## src/pkg/sldb_pkg.sv

```systemverilog
package sldb_pkg;
  // ----------------------------------------
  // Register map
  // ----------------------------------------
  localparam int ADDR_W = 8;
  localparam int DATA_W = 32;
  localparam logic [7:0] FLASH_CTRL_OFS = 8'h00;
  localparam logic [7:0] DISP_CFG_OFS = 8'h04;
  localparam logic [7:0] SUPPLY_CFG_OFS = 8'h08;
  localparam logic [7:0] STATUS_OFS = 8'h0C;
  localparam logic [7:0] WAVE_BASE_OFS = 8'h10;
  // ----------------------------------------
  // Field positions
  // ----------------------------------------
  localparam int FL_EN_BIT = 0;
  localparam int FL_MODE_BIT = 1;
  localparam int FL_RATE_LSB = 2;
  localparam int FL_ALT_BIT = 5;
  localparam int FL_CLR_BIT = 6;
  localparam int DC_DUTY_LSB = 0;
  localparam int DC_PANEL_BIT = 3;
  localparam int SC_SRC_LSB = 0;
  localparam int SC_DIVREF_BIT = 2;
  localparam int SC_SKIP_BIT = 3;
  localparam int SC_PUMPSEL_BIT = 4;
  localparam int SC_PUMPEN_BIT = 5;
  localparam int ST_BLINK_BIT = 0;
  localparam int ST_MODE_LSB = 1;
  localparam int ST_HOLD_BIT = 3;
  localparam int ST_SW_LSB = 4;
  localparam int ST_BUF_BIT = 7;
  localparam int ST_PHASE_LSB = 8;
  // ----------------------------------------
  // Reset values and codes
  // ----------------------------------------
  localparam logic [1:0] SUPPLY_SRC_RST = 2'h1;
  localparam logic [1:0] SRC_SW1 = 2'h0;
  localparam logic [1:0] SRC_SW2 = 2'h1;
  localparam logic [1:0] SRC_SW3 = 2'h2;
  localparam logic [2:0] DUTY_ALT_MAX = 3'h3;
  localparam logic [2:0] ALT_PHASE_OFS = 3'h4;
  localparam logic [1:0] RESP_OKAY = 2'h0;
  localparam logic [1:0] RESP_SLVERR = 2'h2;
  // ----------------------------------------
  // Timing
  // ----------------------------------------
  localparam int SYS_CLK_HZ = 25_000_000;
  localparam int BASE_CLK_HZ = 32_768;
  localparam int BASE_DIV = SYS_CLK_HZ / BASE_CLK_HZ;
  localparam logic [9:0] BASE_DIV_LAST = 10'(BASE_DIV - 1);
  localparam logic [4:0] HOLD_TICKS = 5'h10;
  localparam int BLINK_BASE = 4096;
  localparam int BLINK_CNT_W = 20;
  // ----------------------------------------
  // Types
  // ----------------------------------------
  typedef enum logic [1:0] {
    SLDB_DISP_NORMAL = 2'h0,
    SLDB_DISP_CLEAR = 2'h1,
    SLDB_DISP_ALT = 2'h2
  } sldb_disp_t;
  typedef enum logic [2:0] {
    SLDB_RD_IDLE = 3'h1,
    SLDB_RD_FETCH = 3'h2,
    SLDB_RD_RESP = 3'h4
  } sldb_rd_t;
endpackage : sldb_pkg

```

## src/pkg/sldb_link_if.sv

```systemverilog
`timescale 1ns/1ps
interface sldb_link_if;
  logic wr_en;
  logic [7:0] wr_addr;
  logic [31:0] wr_data;
  logic [3:0] wr_strb;
  logic wr_err;
  logic [7:0] rd_addr;
  logic [31:0] rd_data;
  logic rd_err;
  logic tick;
  logic flash_en;
  logic [2:0] rate;
  logic blink_period;
  modport bus(output wr_en, wr_addr, wr_data, wr_strb, rd_addr,
              input wr_err, rd_data, rd_err);
  modport flash(input tick, flash_en, rate, output blink_period);
endinterface : sldb_link_if

```

## src/rtl/sldb_flash.sv

```systemverilog
`timescale 1ns/1ps
module sldb_flash #(
  parameter int BLINK_BASE = sldb_pkg::BLINK_BASE
) (
  input wire logic aclk,
  input wire logic aresetn,
  sldb_link_if.flash f
);
  import sldb_pkg::*;
  logic [BLINK_CNT_W-1:0] cnt_reg, cnt_next, last;
  logic period_reg, period_next;

  // Terminal count scales by powers of two with the rate
  assign last = (BLINK_CNT_W'(BLINK_BASE) << f.rate) - 1'b1;
  assign f.blink_period = period_reg;

  always_comb begin
    cnt_next = cnt_reg;
    period_next = period_reg;
    if (!f.flash_en) begin
      cnt_next = '0;
      period_next = 1'b0;
    end else if (f.tick) begin
      if (cnt_reg >= last) begin
        cnt_next = '0;
        period_next = !period_reg;
      end else begin
        cnt_next = cnt_reg + 1'b1;
      end
    end
  end

  always_ff @(posedge aclk) begin
    if (!aresetn) begin
      cnt_reg <= '0;
      period_reg <= 1'b0;
    end else begin
      cnt_reg <= cnt_next;
      period_reg <= period_next;
    end
  end
endmodule : sldb_flash

```

## src/rtl/sldb_axil_slave.sv

```systemverilog
`timescale 1ns/1ps
module sldb_axil_slave (
  input wire logic aclk,
  input wire logic aresetn,
  input wire logic [sldb_pkg::ADDR_W-1:0] s_axi_awaddr,
  input wire logic s_axi_awvalid,
  output logic s_axi_awready,
  input wire logic [sldb_pkg::DATA_W-1:0] s_axi_wdata,
  input wire logic [3:0] s_axi_wstrb,
  input wire logic s_axi_wvalid,
  output logic s_axi_wready,
  output logic [1:0] s_axi_bresp,
  output logic s_axi_bvalid,
  input wire logic s_axi_bready,
  input wire logic [sldb_pkg::ADDR_W-1:0] s_axi_araddr,
  input wire logic s_axi_arvalid,
  output logic s_axi_arready,
  output logic [sldb_pkg::DATA_W-1:0] s_axi_rdata,
  output logic [1:0] s_axi_rresp,
  output logic s_axi_rvalid,
  input wire logic s_axi_rready,
  sldb_link_if.bus l
);
  import sldb_pkg::*;
  logic aw_full_reg, aw_full_next, w_full_reg, w_full_next;
  logic awready_reg, awready_next, wready_reg, wready_next;
  logic bvalid_reg, bvalid_next, do_write;
  logic [1:0] bresp_reg, bresp_next, rresp_reg, rresp_next;
  logic [ADDR_W-1:0] awaddr_reg, awaddr_next, araddr_reg, araddr_next;
  logic [DATA_W-1:0] wdata_reg, wdata_next, rdata_reg, rdata_next;
  logic [3:0] wstrb_reg, wstrb_next;
  logic arready_reg, arready_next, rvalid_reg, rvalid_next;
  sldb_rd_t rd_state_reg, rd_state_next;

  assign do_write = aw_full_reg && w_full_reg && !bvalid_reg;
  assign l.wr_en = do_write;
  assign l.wr_addr = awaddr_reg;
  assign l.wr_data = wdata_reg;
  assign l.wr_strb = wstrb_reg;
  assign l.rd_addr = araddr_reg;
  assign s_axi_awready = awready_reg;
  assign s_axi_wready = wready_reg;
  assign s_axi_bvalid = bvalid_reg;
  assign s_axi_bresp = bresp_reg;
  assign s_axi_arready = arready_reg;
  assign s_axi_rvalid = rvalid_reg;
  assign s_axi_rdata = rdata_reg;
  assign s_axi_rresp = rresp_reg;

  // ----------------------------------------
  // Write channels, taken in either order
  // ----------------------------------------
  always_comb begin
    aw_full_next = aw_full_reg;
    w_full_next = w_full_reg;
    awaddr_next = awaddr_reg;
    wdata_next = wdata_reg;
    wstrb_next = wstrb_reg;
    bvalid_next = bvalid_reg;
    bresp_next = bresp_reg;
    if (s_axi_awvalid && awready_reg) begin
      aw_full_next = 1'b1;
      awaddr_next = s_axi_awaddr;
    end
    if (s_axi_wvalid && wready_reg) begin
      w_full_next = 1'b1;
      wdata_next = s_axi_wdata;
      wstrb_next = s_axi_wstrb;
    end
    if (bvalid_reg && s_axi_bready) begin
      bvalid_next = 1'b0;
    end
    if (do_write) begin
      aw_full_next = 1'b0;
      w_full_next = 1'b0;
      bvalid_next = 1'b1;
      bresp_next = l.wr_err ? RESP_SLVERR : RESP_OKAY;
    end
    // One write in flight: no new address or data until the response is taken
    awready_next = !aw_full_next && !bvalid_next;
    wready_next = !w_full_next && !bvalid_next;
  end

  // ----------------------------------------
  // Read channel
  // ----------------------------------------
  always_comb begin
    rd_state_next = rd_state_reg;
    araddr_next = araddr_reg;
    arready_next = arready_reg;
    rvalid_next = rvalid_reg;
    rdata_next = rdata_reg;
    rresp_next = rresp_reg;
    case (rd_state_reg)
      SLDB_RD_IDLE: begin
        if (s_axi_arvalid && arready_reg) begin
          araddr_next = s_axi_araddr;
          arready_next = 1'b0;
          rd_state_next = SLDB_RD_FETCH;
        end
      end
      SLDB_RD_FETCH: begin
        rdata_next = l.rd_data;
        rresp_next = l.rd_err ? RESP_SLVERR : RESP_OKAY;
        rvalid_next = 1'b1;
        rd_state_next = SLDB_RD_RESP;
      end
      SLDB_RD_RESP: begin
        if (s_axi_rready) begin
          rvalid_next = 1'b0;
          arready_next = 1'b1;
          rd_state_next = SLDB_RD_IDLE;
        end
      end
      default: begin
        rvalid_next = 1'b0;
        arready_next = 1'b1;
        rd_state_next = SLDB_RD_IDLE;
      end
    endcase
  end

  always_ff @(posedge aclk) begin
    if (!aresetn) begin
      aw_full_reg <= 1'b0;
      w_full_reg <= 1'b0;
      awready_reg <= 1'b1;
      wready_reg <= 1'b1;
      awaddr_reg <= '0;
      wdata_reg <= '0;
      wstrb_reg <= '0;
      bvalid_reg <= 1'b0;
      bresp_reg <= RESP_OKAY;
      rd_state_reg <= SLDB_RD_IDLE;
      araddr_reg <= '0;
      arready_reg <= 1'b1;
      rvalid_reg <= 1'b0;
      rdata_reg <= '0;
      rresp_reg <= RESP_OKAY;
    end else begin
      aw_full_reg <= aw_full_next;
      w_full_reg <= w_full_next;
      awready_reg <= awready_next;
      wready_reg <= wready_next;
      awaddr_reg <= awaddr_next;
      wdata_reg <= wdata_next;
      wstrb_reg <= wstrb_next;
      bvalid_reg <= bvalid_next;
      bresp_reg <= bresp_next;
      rd_state_reg <= rd_state_next;
      araddr_reg <= araddr_next;
      arready_reg <= arready_next;
      rvalid_reg <= rvalid_next;
      rdata_reg <= rdata_next;
      rresp_reg <= rresp_next;
    end
  end
endmodule : sldb_axil_slave

```

## src/rtl/sldb_top.sv

```systemverilog
// The register addresses and the AXI4-Lite slave port were decided locally.
`timescale 1ns/1ps
module sldb_top #(
  parameter int NUM_PINS = 16,
  parameter int BLINK_BASE = sldb_pkg::BLINK_BASE
) (
  input wire logic aclk,
  input wire logic aresetn,
  input wire logic [sldb_pkg::ADDR_W-1:0] s_axi_awaddr,
  input wire logic s_axi_awvalid,
  output logic s_axi_awready,
  input wire logic [sldb_pkg::DATA_W-1:0] s_axi_wdata,
  input wire logic [3:0] s_axi_wstrb,
  input wire logic s_axi_wvalid,
  output logic s_axi_wready,
  output logic [1:0] s_axi_bresp,
  output logic s_axi_bvalid,
  input wire logic s_axi_bready,
  input wire logic [sldb_pkg::ADDR_W-1:0] s_axi_araddr,
  input wire logic s_axi_arvalid,
  output logic s_axi_arready,
  output logic [sldb_pkg::DATA_W-1:0] s_axi_rdata,
  output logic [1:0] s_axi_rresp,
  output logic s_axi_rvalid,
  input wire logic s_axi_rready,
  output logic [NUM_PINS-1:0] seg_drive,
  output logic seg_drive_en,
  output logic supply_switch_one,
  output logic supply_switch_two,
  output logic supply_switch_three,
  output logic ref_buffer_en,
  output logic divider_en,
  output logic pump_run,
  output logic resistor_bias_run
);
  import sldb_pkg::*;
  localparam logic [7:0] WAVE_END = 8'(WAVE_BASE_OFS + NUM_PINS);

  sldb_link_if l ();

  // ----------------------------------------
  // Software-visible state
  // ----------------------------------------
  logic [6:0] flash_reg, flash_next;
  logic [3:0] disp_reg, disp_next;
  logic [5:0] supply_reg, supply_next;
  logic [7:0] wave_reg [NUM_PINS];
  logic [7:0] wave_next [NUM_PINS];
  logic pump_start;
  logic wave_wr_hit, wave_rd_hit;
  logic [2:0] duty;
  logic many_bp;

  assign duty = disp_reg[DC_DUTY_LSB +: 3];
  assign many_bp = duty > DUTY_ALT_MAX;
  assign wave_wr_hit = l.wr_addr >= WAVE_BASE_OFS && l.wr_addr < WAVE_END
                       && l.wr_addr[1:0] == 2'h0;
  assign wave_rd_hit = l.rd_addr >= WAVE_BASE_OFS && l.rd_addr < WAVE_END
                       && l.rd_addr[1:0] == 2'h0;
  assign l.wr_err = !(l.wr_addr == FLASH_CTRL_OFS || l.wr_addr == DISP_CFG_OFS
                      || l.wr_addr == SUPPLY_CFG_OFS || l.wr_addr == STATUS_OFS
                      || wave_wr_hit);

  always_comb begin
    flash_next = flash_reg;
    disp_next = disp_reg;
    supply_next = supply_reg;
    pump_start = 1'b0;
    for (int i = 0; i < NUM_PINS; i++) begin
      wave_next[i] = wave_reg[i];
    end
    if (l.wr_en) begin
      if (l.wr_addr == FLASH_CTRL_OFS && l.wr_strb[0]) begin
        flash_next = l.wr_data[6:0];
      end
      if (l.wr_addr == DISP_CFG_OFS && l.wr_strb[0]) begin
        disp_next = l.wr_data[3:0];
      end
      if (l.wr_addr == SUPPLY_CFG_OFS && l.wr_strb[0]) begin
        supply_next = l.wr_data[5:0];
        // Only a 0 to 1 change of the pump enable restarts the hold
        pump_start = l.wr_data[SC_PUMPEN_BIT] && !supply_reg[SC_PUMPEN_BIT];
      end
      for (int i = 0; i < NUM_PINS; i++) begin
        if (wave_wr_hit && l.wr_addr == 8'(WAVE_BASE_OFS + 4 * (i / 4))
            && l.wr_strb[i % 4]) begin
          wave_next[i] = l.wr_data[8 * (i % 4) +: 8];
        end
      end
    end
  end

  always_ff @(posedge aclk) begin
    if (!aresetn) begin
      flash_reg <= '0;
      disp_reg <= '0;
      supply_reg <= {4'h0, SUPPLY_SRC_RST};
      for (int i = 0; i < NUM_PINS; i++) begin
        wave_reg[i] <= 8'h00;
      end
    end else begin
      flash_reg <= flash_next;
      disp_reg <= disp_next;
      supply_reg <= supply_next;
      for (int i = 0; i < NUM_PINS; i++) begin
        wave_reg[i] <= wave_next[i];
      end
    end
  end

  // ----------------------------------------
  // Base tick, phase sequencer, pump hold
  // ----------------------------------------
  logic [9:0] div_reg, div_next;
  logic tick_reg, tick_next;
  logic [2:0] phase_reg, phase_next;
  logic [4:0] hold_reg, hold_next;

  always_comb begin
    div_next = div_reg + 1'b1;
    tick_next = 1'b0;
    if (div_reg == BASE_DIV_LAST) begin
      div_next = '0;
      tick_next = 1'b1;
    end
    phase_next = phase_reg;
    if (tick_reg) begin
      phase_next = (phase_reg >= duty) ? 3'h0 : phase_reg + 1'b1;
    end
    hold_next = hold_reg;
    if (pump_start) begin
      hold_next = HOLD_TICKS;
    end else if (tick_reg && hold_reg != 5'h00) begin
      hold_next = hold_reg - 1'b1;
    end
  end

  always_ff @(posedge aclk) begin
    if (!aresetn) begin
      div_reg <= '0;
      tick_reg <= 1'b0;
      phase_reg <= 3'h0;
      hold_reg <= 5'h00;
    end else begin
      div_reg <= div_next;
      tick_reg <= tick_next;
      phase_reg <= phase_next;
      hold_reg <= hold_next;
    end
  end

  // ----------------------------------------
  // Blink divider
  // ----------------------------------------
  assign l.tick = tick_reg;
  assign l.flash_en = flash_reg[FL_EN_BIT];
  assign l.rate = flash_reg[FL_RATE_LSB +: 3];

  sldb_flash #(
    .BLINK_BASE(BLINK_BASE)
  ) u_flash (
    .aclk(aclk),
    .aresetn(aresetn),
    .f(l.flash)
  );

  // ----------------------------------------
  // Display mode selection
  // ----------------------------------------
  sldb_disp_t normal_pick, blink_pick, shown;

  always_comb begin
    if (flash_reg[FL_CLR_BIT]) begin
      normal_pick = SLDB_DISP_CLEAR;
    end else if (flash_reg[FL_ALT_BIT]) begin
      normal_pick = many_bp ? SLDB_DISP_CLEAR : SLDB_DISP_ALT;
    end else begin
      normal_pick = SLDB_DISP_NORMAL;
    end
    if (flash_reg[FL_MODE_BIT] && !many_bp) begin
      blink_pick = SLDB_DISP_ALT;
    end else begin
      blink_pick = SLDB_DISP_CLEAR;
    end
    shown = (l.flash_en && l.blink_period) ? blink_pick : normal_pick;
  end

  // ----------------------------------------
  // Pin and supply outputs
  // ----------------------------------------
  logic [NUM_PINS-1:0] seg_next, seg_reg;
  logic [2:0] eff_phase;
  logic seg_en_reg, seg_en_next;
  logic [2:0] sw_reg, sw_next;
  logic buf_reg, buf_next, div_en_reg, div_en_next;
  logic pump_reg, pump_next, res_reg, res_next;

  // Upper phases hold the second image
  assign eff_phase = (shown == SLDB_DISP_ALT) ? phase_reg + ALT_PHASE_OFS : phase_reg;

  genvar g;
  generate
    for (g = 0; g < NUM_PINS; g++) begin : g_pin
      // Cleared ignores the stored data entirely
      assign seg_next[g] = (shown != SLDB_DISP_CLEAR) && wave_reg[g][eff_phase];
    end
  endgenerate

  always_comb begin
    // Pump hold wins over the panel enable
    seg_en_next = disp_reg[DC_PANEL_BIT] && hold_reg == 5'h00;
    case (supply_reg[SC_SRC_LSB +: 2])
      SRC_SW1: sw_next = 3'b001;
      SRC_SW2: sw_next = 3'b010;
      SRC_SW3: sw_next = 3'b100;
      default: sw_next = 3'b000;
    endcase
    buf_next = !supply_reg[SC_SKIP_BIT] && sw_next[2];
    div_en_next = !supply_reg[SC_DIVREF_BIT];
    pump_next = supply_reg[SC_PUMPSEL_BIT];
    res_next = !supply_reg[SC_PUMPSEL_BIT];
  end

  always_ff @(posedge aclk) begin
    if (!aresetn) begin
      seg_reg <= '0;
      seg_en_reg <= 1'b0;
      sw_reg <= 3'b000;
      buf_reg <= 1'b0;
      div_en_reg <= 1'b0;
      pump_reg <= 1'b0;
      res_reg <= 1'b0;
    end else begin
      seg_reg <= seg_next;
      seg_en_reg <= seg_en_next;
      sw_reg <= sw_next;
      buf_reg <= buf_next;
      div_en_reg <= div_en_next;
      pump_reg <= pump_next;
      res_reg <= res_next;
    end
  end

  assign seg_drive = seg_reg;
  assign seg_drive_en = seg_en_reg;
  assign supply_switch_one = sw_reg[0];
  assign supply_switch_two = sw_reg[1];
  assign supply_switch_three = sw_reg[2];
  assign ref_buffer_en = buf_reg;
  assign divider_en = div_en_reg;
  assign pump_run = pump_reg;
  assign resistor_bias_run = res_reg;

  // ----------------------------------------
  // Register read-back
  // ----------------------------------------
  always_comb begin
    l.rd_data = 32'h0000_0000;
    l.rd_err = 1'b0;
    if (wave_rd_hit) begin
      for (int i = 0; i < NUM_PINS; i++) begin
        if (l.rd_addr == 8'(WAVE_BASE_OFS + 4 * (i / 4))) begin
          l.rd_data[8 * (i % 4) +: 8] = wave_reg[i];
        end
      end
    end else begin
      case (l.rd_addr)
        FLASH_CTRL_OFS: l.rd_data[6:0] = flash_reg;
        DISP_CFG_OFS: l.rd_data[3:0] = disp_reg;
        SUPPLY_CFG_OFS: l.rd_data[5:0] = supply_reg;
        STATUS_OFS: begin
          l.rd_data[ST_BLINK_BIT] = l.blink_period;
          l.rd_data[ST_MODE_LSB +: 2] = shown;
          l.rd_data[ST_HOLD_BIT] = hold_reg != 5'h00;
          l.rd_data[ST_SW_LSB +: 3] = sw_reg;
          l.rd_data[ST_BUF_BIT] = buf_reg;
          l.rd_data[ST_PHASE_LSB +: 3] = phase_reg;
        end
        default: l.rd_err = 1'b1;
      endcase
    end
  end

  sldb_axil_slave u_axil (
    .aclk(aclk),
    .aresetn(aresetn),
    .s_axi_awaddr(s_axi_awaddr),
    .s_axi_awvalid(s_axi_awvalid),
    .s_axi_awready(s_axi_awready),
    .s_axi_wdata(s_axi_wdata),
    .s_axi_wstrb(s_axi_wstrb),
    .s_axi_wvalid(s_axi_wvalid),
    .s_axi_wready(s_axi_wready),
    .s_axi_bresp(s_axi_bresp),
    .s_axi_bvalid(s_axi_bvalid),
    .s_axi_bready(s_axi_bready),
    .s_axi_araddr(s_axi_araddr),
    .s_axi_arvalid(s_axi_arvalid),
    .s_axi_arready(s_axi_arready),
    .s_axi_rdata(s_axi_rdata),
    .s_axi_rresp(s_axi_rresp),
    .s_axi_rvalid(s_axi_rvalid),
    .s_axi_rready(s_axi_rready),
    .l(l.bus)
  );
endmodule : sldb_top

```

## config.mk

```make
export PLATFORM = sky130hd
export DESIGN_NAME = sldb_top
export DESIGN_NICKNAME = d
export VERILOG_FILES = /design/src/pkg/sldb_pkg.sv /design/src/pkg/sldb_link_if.sv /design/src/rtl/sldb_flash.sv /design/src/rtl/sldb_axil_slave.sv /design/src/rtl/sldb_top.sv
export SDC_FILE = /design/constraint.sdc
export NUM_CORES = 1
export LEC_CHECK = 0
export ABC_CLOCK_PERIOD_IN_PS = 2300
export BUFFER_PORTS_ARGS = -buffer_cell sky130_fd_sc_hd__clkbuf_2
export CORE_MARGIN = 5
export CORE_UTILIZATION = 60
export CTS_CLUSTER_DIAMETER = 80
export DETAILED_ROUTE_END_ITERATION = 7
export PLACE_DENSITY = 0.8
export SYNTH_ARGS = -nofsm -noshare
export SYNTH_HDL_FRONTEND = slang
export SYNTH_SLANG_ARGS = --single-unit
export TNS_END_PERCENT = 100
```

## constraint.sdc

```tcl
create_clock -name aclk -period 2.3 [get_ports aclk]
set_input_delay 0.46 -clock aclk [delete_from_list [all_inputs] [get_ports aclk]]
set_output_delay 0.46 -clock aclk [all_outputs]
set_load 0.05 [all_outputs]
```

Word-level counts from Yosys, hierarchy flattened
Memories as Yosys holds them, arrays and structs flattened.
Cells that the tools add are included.
{ "word_totals": {"ff_bits": 179, "ramBits": 128, "in_bits": 59, "out_inout_bits": 65, "elab_cells": 303, "mem_count": 1} }
{ "mem_list": {"columns": ["memory", "words", "word_bits", "read_ports", "rd_clocked_by_memory_dff", "wr", "line_no", "text"], "rows": [
  ["wave_reg", 16, 8, 16, 0, 16, "sldb_top.sv:47", "logic [7:0] wave_reg [NUM_PINS];"]
]} }
{ "op_classes": {"addsub": 6, "order_cmp": 8, "n_eq_ne": 24, "shifts": 1, "n_mux": 121, "bitwise_logic": 19, "n_reduce_logical": 91} }
{ "op_table": {"columns": ["operator", "n"], "rows": [
  ["$mux W8", 48],
  ["$mux W128", 1],
  ["$eq A8 B5 Y1 const B", 8],
  ["$logic_and A1 B1 Y1", 57],
  ["$bmux W1 S3", 16],
  ["$eq A8 B4 Y1 const B", 4],
  ["$mux W1", 32],
  ["$mux W21", 1],
  ["$add A20 B1 Y20 const B", 1],
  ["$ge A20 B20 Y1", 1],
  ["$mux W20", 1],
  ["$shl A13 B3 Y20 const A", 1],
  ["$sub A20 B1 Y20 const B", 1],
  ["$pmux W3 S3", 2],
  ["$eq A8 B3 Y1 const B", 2],
  ["$ge A8 B5 Y1 const B", 2],
  ["$logic_not A8 Y1", 2],
  ["$lt A8 B6 Y1 const B", 2],
  ["$or A1 B1 Y1", 16],
  ["$pmux W4 S4", 1],
  ["$reduce_and A2 Y1", 8],
  ["$mux W2", 7],
  ["$mux W3", 4],
  ["$mux W11", 1],
  ["other kinds (30)", 51]
]} }

Logic depth before layout (Yosys ltp)
{ "depth": {"word_depth": 10, "mapped_depth": 9} }

Cells and area by module
Synthesis repeated with hierarchy kept, for this count alone.
{ "hier_totals": {"cells_unflattened": 1505, "hier_area_um2": 13959.6} }
{ "by_module_without_submodules": {"columns": ["mod", "n_inst", "cells_per_inst", "area_each_um2", "seq_area_each_um2"], "rows": [
  ["sldb_top", 1, 951, 9150.0, 3763.6],
  ["sldb_axil_slave", 1, 418, 3649.8, 1921.8],
  ["sldb_flash", 1, 136, 1159.9, 420.4]
]} }

Least setup slack after synthesis
Ideal clock, no wire load.
{ "synth_timing": {"path_kind": "register to register", "start": "reg flash_reg[4]", "end": "reg u_flash.cnt_reg[4]", "arrival_ns": 2.065, "t_required_ns": 2.236, "setup_slack_ns": 0.171, "path_stages_with_launch": 10, "n_path_buf": 2, "period_less_slack_ns": 2.129, "cell_sequence": "dfxtp_1 > clkbuf_1 > nor2_1 > ha_1 > a211oi_1 > nor2_1 > o41ai_2 > o21bai_2 > buf_2 > nor2_1"} }
{ "synth_between": {"elab_chain_cells": 4} }
{ "synth_lines": {"columns": ["item", "line_no", "text"], "rows": [
  ["start: declaration", "sldb_top.sv:44", "logic [6:0] flash_reg, flash_next;"],
  ["start signal: assignment", "sldb_top.sv:102", "flash_reg <= flash_next;"],
  ["$shl A13 B3 Y20", "sldb_flash.sv:14", "assign last = (BLINK_CNT_W'(BLINK_BASE) << f.rate) - 1'b1;"],
  ["$sub A20 B1 Y20", "sldb_flash.sv:14", null],
  ["$ge A20 B20 Y1", "sldb_flash.sv:24", "if (cnt_reg >= last) begin"],
  ["$mux W20", "sldb_flash.sv:24", null],
  ["end signal: assignment", "sldb_flash.sv:38", "cnt_reg <= cnt_next;"],
  ["end: declaration", "sldb_flash.sv:10", "logic [BLINK_CNT_W-1:0] cnt_reg, cnt_next, last;"]
]} }
Every way passes these cells.
A chain may end at the register's enable or synchronous reset.

Worst setup path after layout
{ "layout_timing": {"start": "reg flash_reg[4]", "end": "reg u_flash.period_reg (netlist: u_flash.f.blink_period)"} }
{ "layout_between": {"elab_chain_cells": 4} }
{ "layout_lines": {"columns": ["item", "line_no", "text"], "rows": [
  ["$shl A13 B3 Y20", "sldb_flash.sv:14", null],
  ["$sub A20 B1 Y20", "sldb_flash.sv:14", null],
  ["$ge A20 B20 Y1", "sldb_flash.sv:24", null],
  ["$reduce_and A2 Y1 (no line)", null, null],
  ["end signal: assignment", "sldb_flash.sv:39", "period_reg <= period_next;"],
  ["end: declaration", "sldb_flash.sv:11", "logic period_reg, period_next;"]
]} }
Every way passes these cells.

==> results by group <==
Worst setup path
  • CP bufs+invs: 1
  • Kind of start point of the critical path: register
  • Arrival time reported for the critical path endpoint: 2.61 ns
  • Crit. End Element: register
  • Required time worst endpoint: 2.78 ns
  • Type of the worst setup path: register to register
  • Capture point of the critical path: u_flash.f.blink_period
  • Family with the most delay on the worst path: simple AND/OR/NAND/NOR gates
  • Minimum setup slack among reg-to-reg paths: 0.17 ns
  • CP max-delay cell: dfxtp_1
  • Reg-to-reg endpoint: u_flash.f.blink_period
  • Biggest fanout along the worst timing path: 9
  • Instance count on the critical path: 8
  • Number of cell instances on the worst register-to-register path: 8
  • Series of cell instances along the critical path: nor2_1, ha_1, nand4_1, nor4_1, o41ai_2, buf_4, or3_1, a21oi_1
  • Slowest cell delay on critical path: 0.47 ns
  • Startpoint of the most critical register-to-register path: flash_reg[4]
  • First element of the critical path: flash_reg[4]

Finish
  • Flip-flop count of the largest register, all copies and words added: 128
  • Post-route standard cell area excluding fillers: 15700 um2
  • Diodes inserted: 0
  • Share of layout cells above drive strength 1: 0.182
  • Count of nets after finishing: 1692
  • Area growth from synthesis to layout: 14.9%
  • Post-layout utilization of the core: 0.697

STA
  • Maximum achievable frequency: 471 MHz
  • Max Transition Viols Final: 0
  • Unrepaired setup endpoints after global routing: true
  • Number of failing setup endpoints in the final timing report: 0
  • Slew of the pin with the lowest slew margin: 0.563 ns
  • Period utilisation layout: 0.924
  • Final Hold Vio Count: 0
  • Setup slack of the critical path after layout: 0.175 ns
  • Setup skew after layout: 0.0141 ns
  • Min Tclk post-route: 2.13 ns
  • Headroom to the max-slew limit: 0.615

Global routing
  • Total routing usage reported by global routing: 0.269
  • Total congestion overflow: 0
  • Maximum number of pins on one net before global-route repair: 128
  • Initial antenna violation count: 0
  • Number of global-route vias before repair: 10894
  • Global-route wire length before repair: 57900 um

CTS
  • TritonCTS clock tree: built
  • Later-pin clock latency in the skew report: 0.56 ns
  • Clock slew at the register clock pins of the worst setup and hold paths: 0.06 ns
  • Maximum buffer depth of the clock tree: 3
  • Hold-fix buffers, CTS: 0
  • Cts bufs inserted: 31
  • Clk sink count: 305
  • Post-cts sizing count: 0
  • Htree depth: 1
  • Root buf cell: clkbuf_16
  • Post-CTS setup buffer count: 0

Placed design
  • Final estimated routing congestion in global placement: 0.906
  • Pre-CTS setup slack: 0.191 ns
  • Post-place instance area: 14700 um2
  • Number of buffer cells added on primary ports: 121
  • Detailed placer's ending HPWL: 24800 um

Floorplan
  • Initial core utilization: 0.607
  • Total die area: 25900 um2
  • Io pins: 124
  • Area of the placeable core: 22600 um2
  • Die outline width: 161 um
  • Standard-cell row count: 55
  • Vert. Die Dim: 161 um

Synthesis
  • Cell variety after synth: 63
  • EDFF count, synth: 0
  • Number of warnings printed during yosys synthesis: 0
  • Area share of the largest cell type after synthesis: 0.446
  • Number of instances in the synthesized netlist: 1507
  • Post-Synthesis Cell Area: 13700 um2
  • Flip-flop and latch count after synthesis: 305
  • Sequential element share of the synthesized area: 0.446
  • Synth cell count leaders: dfxtp_1, nand2_1, mux2i_1
  • Fraction of registers with async set/reset: 0
  • Cell with the most instances after synthesis: dfxtp_1
  • Commonest register cell after synthesis: dfxtp_1
  • Cells taking the most area after synthesis: dfxtp_1, mux2i_1, nand2_1
  • Most area-hungry cell type in the Yosys netlist: dfxtp_1
  • Post-Syn Area per Cell: 9.09 um2

Route
  • Ratio of routed vias to standard cells: 5.89
  • Post-detailed-route count of antenna-violating nets: 0
  • Avg WL per Cell: 18.6 um
  • Router iterations before antenna repair: 6
  • Via total after detailed routing: 11344
  • Final routed wirelength across all metal layers: 35700 um
  • Number of remaining DRC errors: 0
  • Number of DRC markers in iteration 0: 1199

Power and ir drop
  • Max IR drop VDD: 0.475 mV
  • Pleak: 6.13 nW
  • Tot Pwr: 0.0115 W
  • Power density relative to cell area: 729 nW/um2

Min path
  • Start point of the worst hold path: s_axi_wdata[5]
  • Worst hold-check path type: input pin to register

Job
  • Count of maximum capacitance violations: 0

Status
  • Status: finished, final reports clean
==> through the flow <==
stage          TNS [ns]  hold slack, ns  std cells
6_report              0           0.121       1925
5_1_grt         -0.0755           0.114       1925
4_1_cts               0           0.102       1925
3_5_place_dp          0           0.441       1869
3_3_place_gp          0           0.437       1869
2_1_floorplan         0           0.413       1508
==> cell families (layout without fill, tap and decap cells) <==
| group | count (synthesis) | count (layout) | synth area share |
|---|---|---|---|
| other | 2 | 3 | 0.000548 |
| multiplexers | 155 | 155 | 0.147 |
| AND/OR/NAND/NOR | 604 | 604 | 0.210 |
| buffers and inverters | 109 | 241 | 0.0323 |
| flip-flops | 305 | 305 | 0.446 |
| XOR/XNOR | 30 | 30 | 0.0192 |
| AO/OA/AOI/OAI | 286 | 286 | 0.131 |
| adder cells (fa/ha/maj) | 16 | 16 | 0.0146 |
==> cell usage in the layout, fill, tap and decap left out, types with 6 or more instances in the layout <==
cell / synthesis / final
a21oi_1: 77 / 77
buf_4: 3 / 44
nand2_1: 288 / 288
a211oi_1: 12 / 12
ha_1: 16 / 16
and3_1: 7 / 7
a31oi_1: 6 / 6
clkbuf_2: 0 / 120
mux4_2: 36 / 36
clkbuf_16: 0 / 31
xor2_1: 18 / 18
xnor2_1: 12 / 12
o21ai_0: 77 / 77
clkinv_2: 0 / 11
nor2_1: 103 / 103
nand4_1: 8 / 8
nand3_1: 36 / 36
a21boi_0: 53 / 53
nand3_2: 9 / 9
inv_1: 14 / 14
nand2b_1: 9 / 9
nor3_1: 22 / 22
nor2b_1: 80 / 80
a21boi_1: 10 / 10
mux2i_1: 114 / 114
a22oi_1: 22 / 22
dfxtp_1: 305 / 302
==> worst register-to-register path, delay by kind of cell (launching register included) <==
family          cells  cell delay [ns]
compound gates      2             0.29
simple gates        4             0.82
buf+inv             1             0.17
fa+ha+maj           1             0.32
flops               1             0.47
==> area by class of cell <==
class | instances | area [um2]
clock buffer | 38 | 852
clock inverter | 18 | 176
fill | 1740 | 6840
inverter | 16 | 60.1
multi-input combinational | 1094 | 7150
sequential | 305 | 6110
tap | 285 | 357
timing repair buffer | 169 | 1030
==> power breakdown <==
part / total [W] / internal [W] / switching, W
sequential: 0.00554 / 0.00539 / 0.000152
clock: 0.00506 / 0.00296 / 0.00210
combinational: 0.000874 / 0.000309 / 0.000565
total: 0.0115 / 0.00866 / 0.00282
==> routing by layer <==
| layer | global-route usage | part of all wire | vias to the layer above |
|---|---|---|---|
| met5 | 0 | 0 | - |
| met4 | 0.0690 | 0.023 | 0 |
| met3 | 0.0464 | 0.078 | 63 |
| met2 | 0.414 | 0.44 | 468 |
| met1 | 0.396 | 0.46 | 5375 |
| li1 | - | - | 5438 |
==> worst min-delay path by stage <==
stage               slack [ns]                      to  depth (start not counted)
floorplan                 0.41           ref_buffer_en                          1
global placement          0.44  u_axil.s_axi_rdata[28]                          2
detailed placement        0.44  u_axil.s_axi_rdata[24]                          2
CTS                       0.10     u_axil.l.wr_data[5]                          3
global route              0.11     u_axil.l.wr_data[5]                          3
finish                    0.12     u_axil.l.wr_data[5]                          3
No activity file was read; power rests on OpenSTA's default activity.
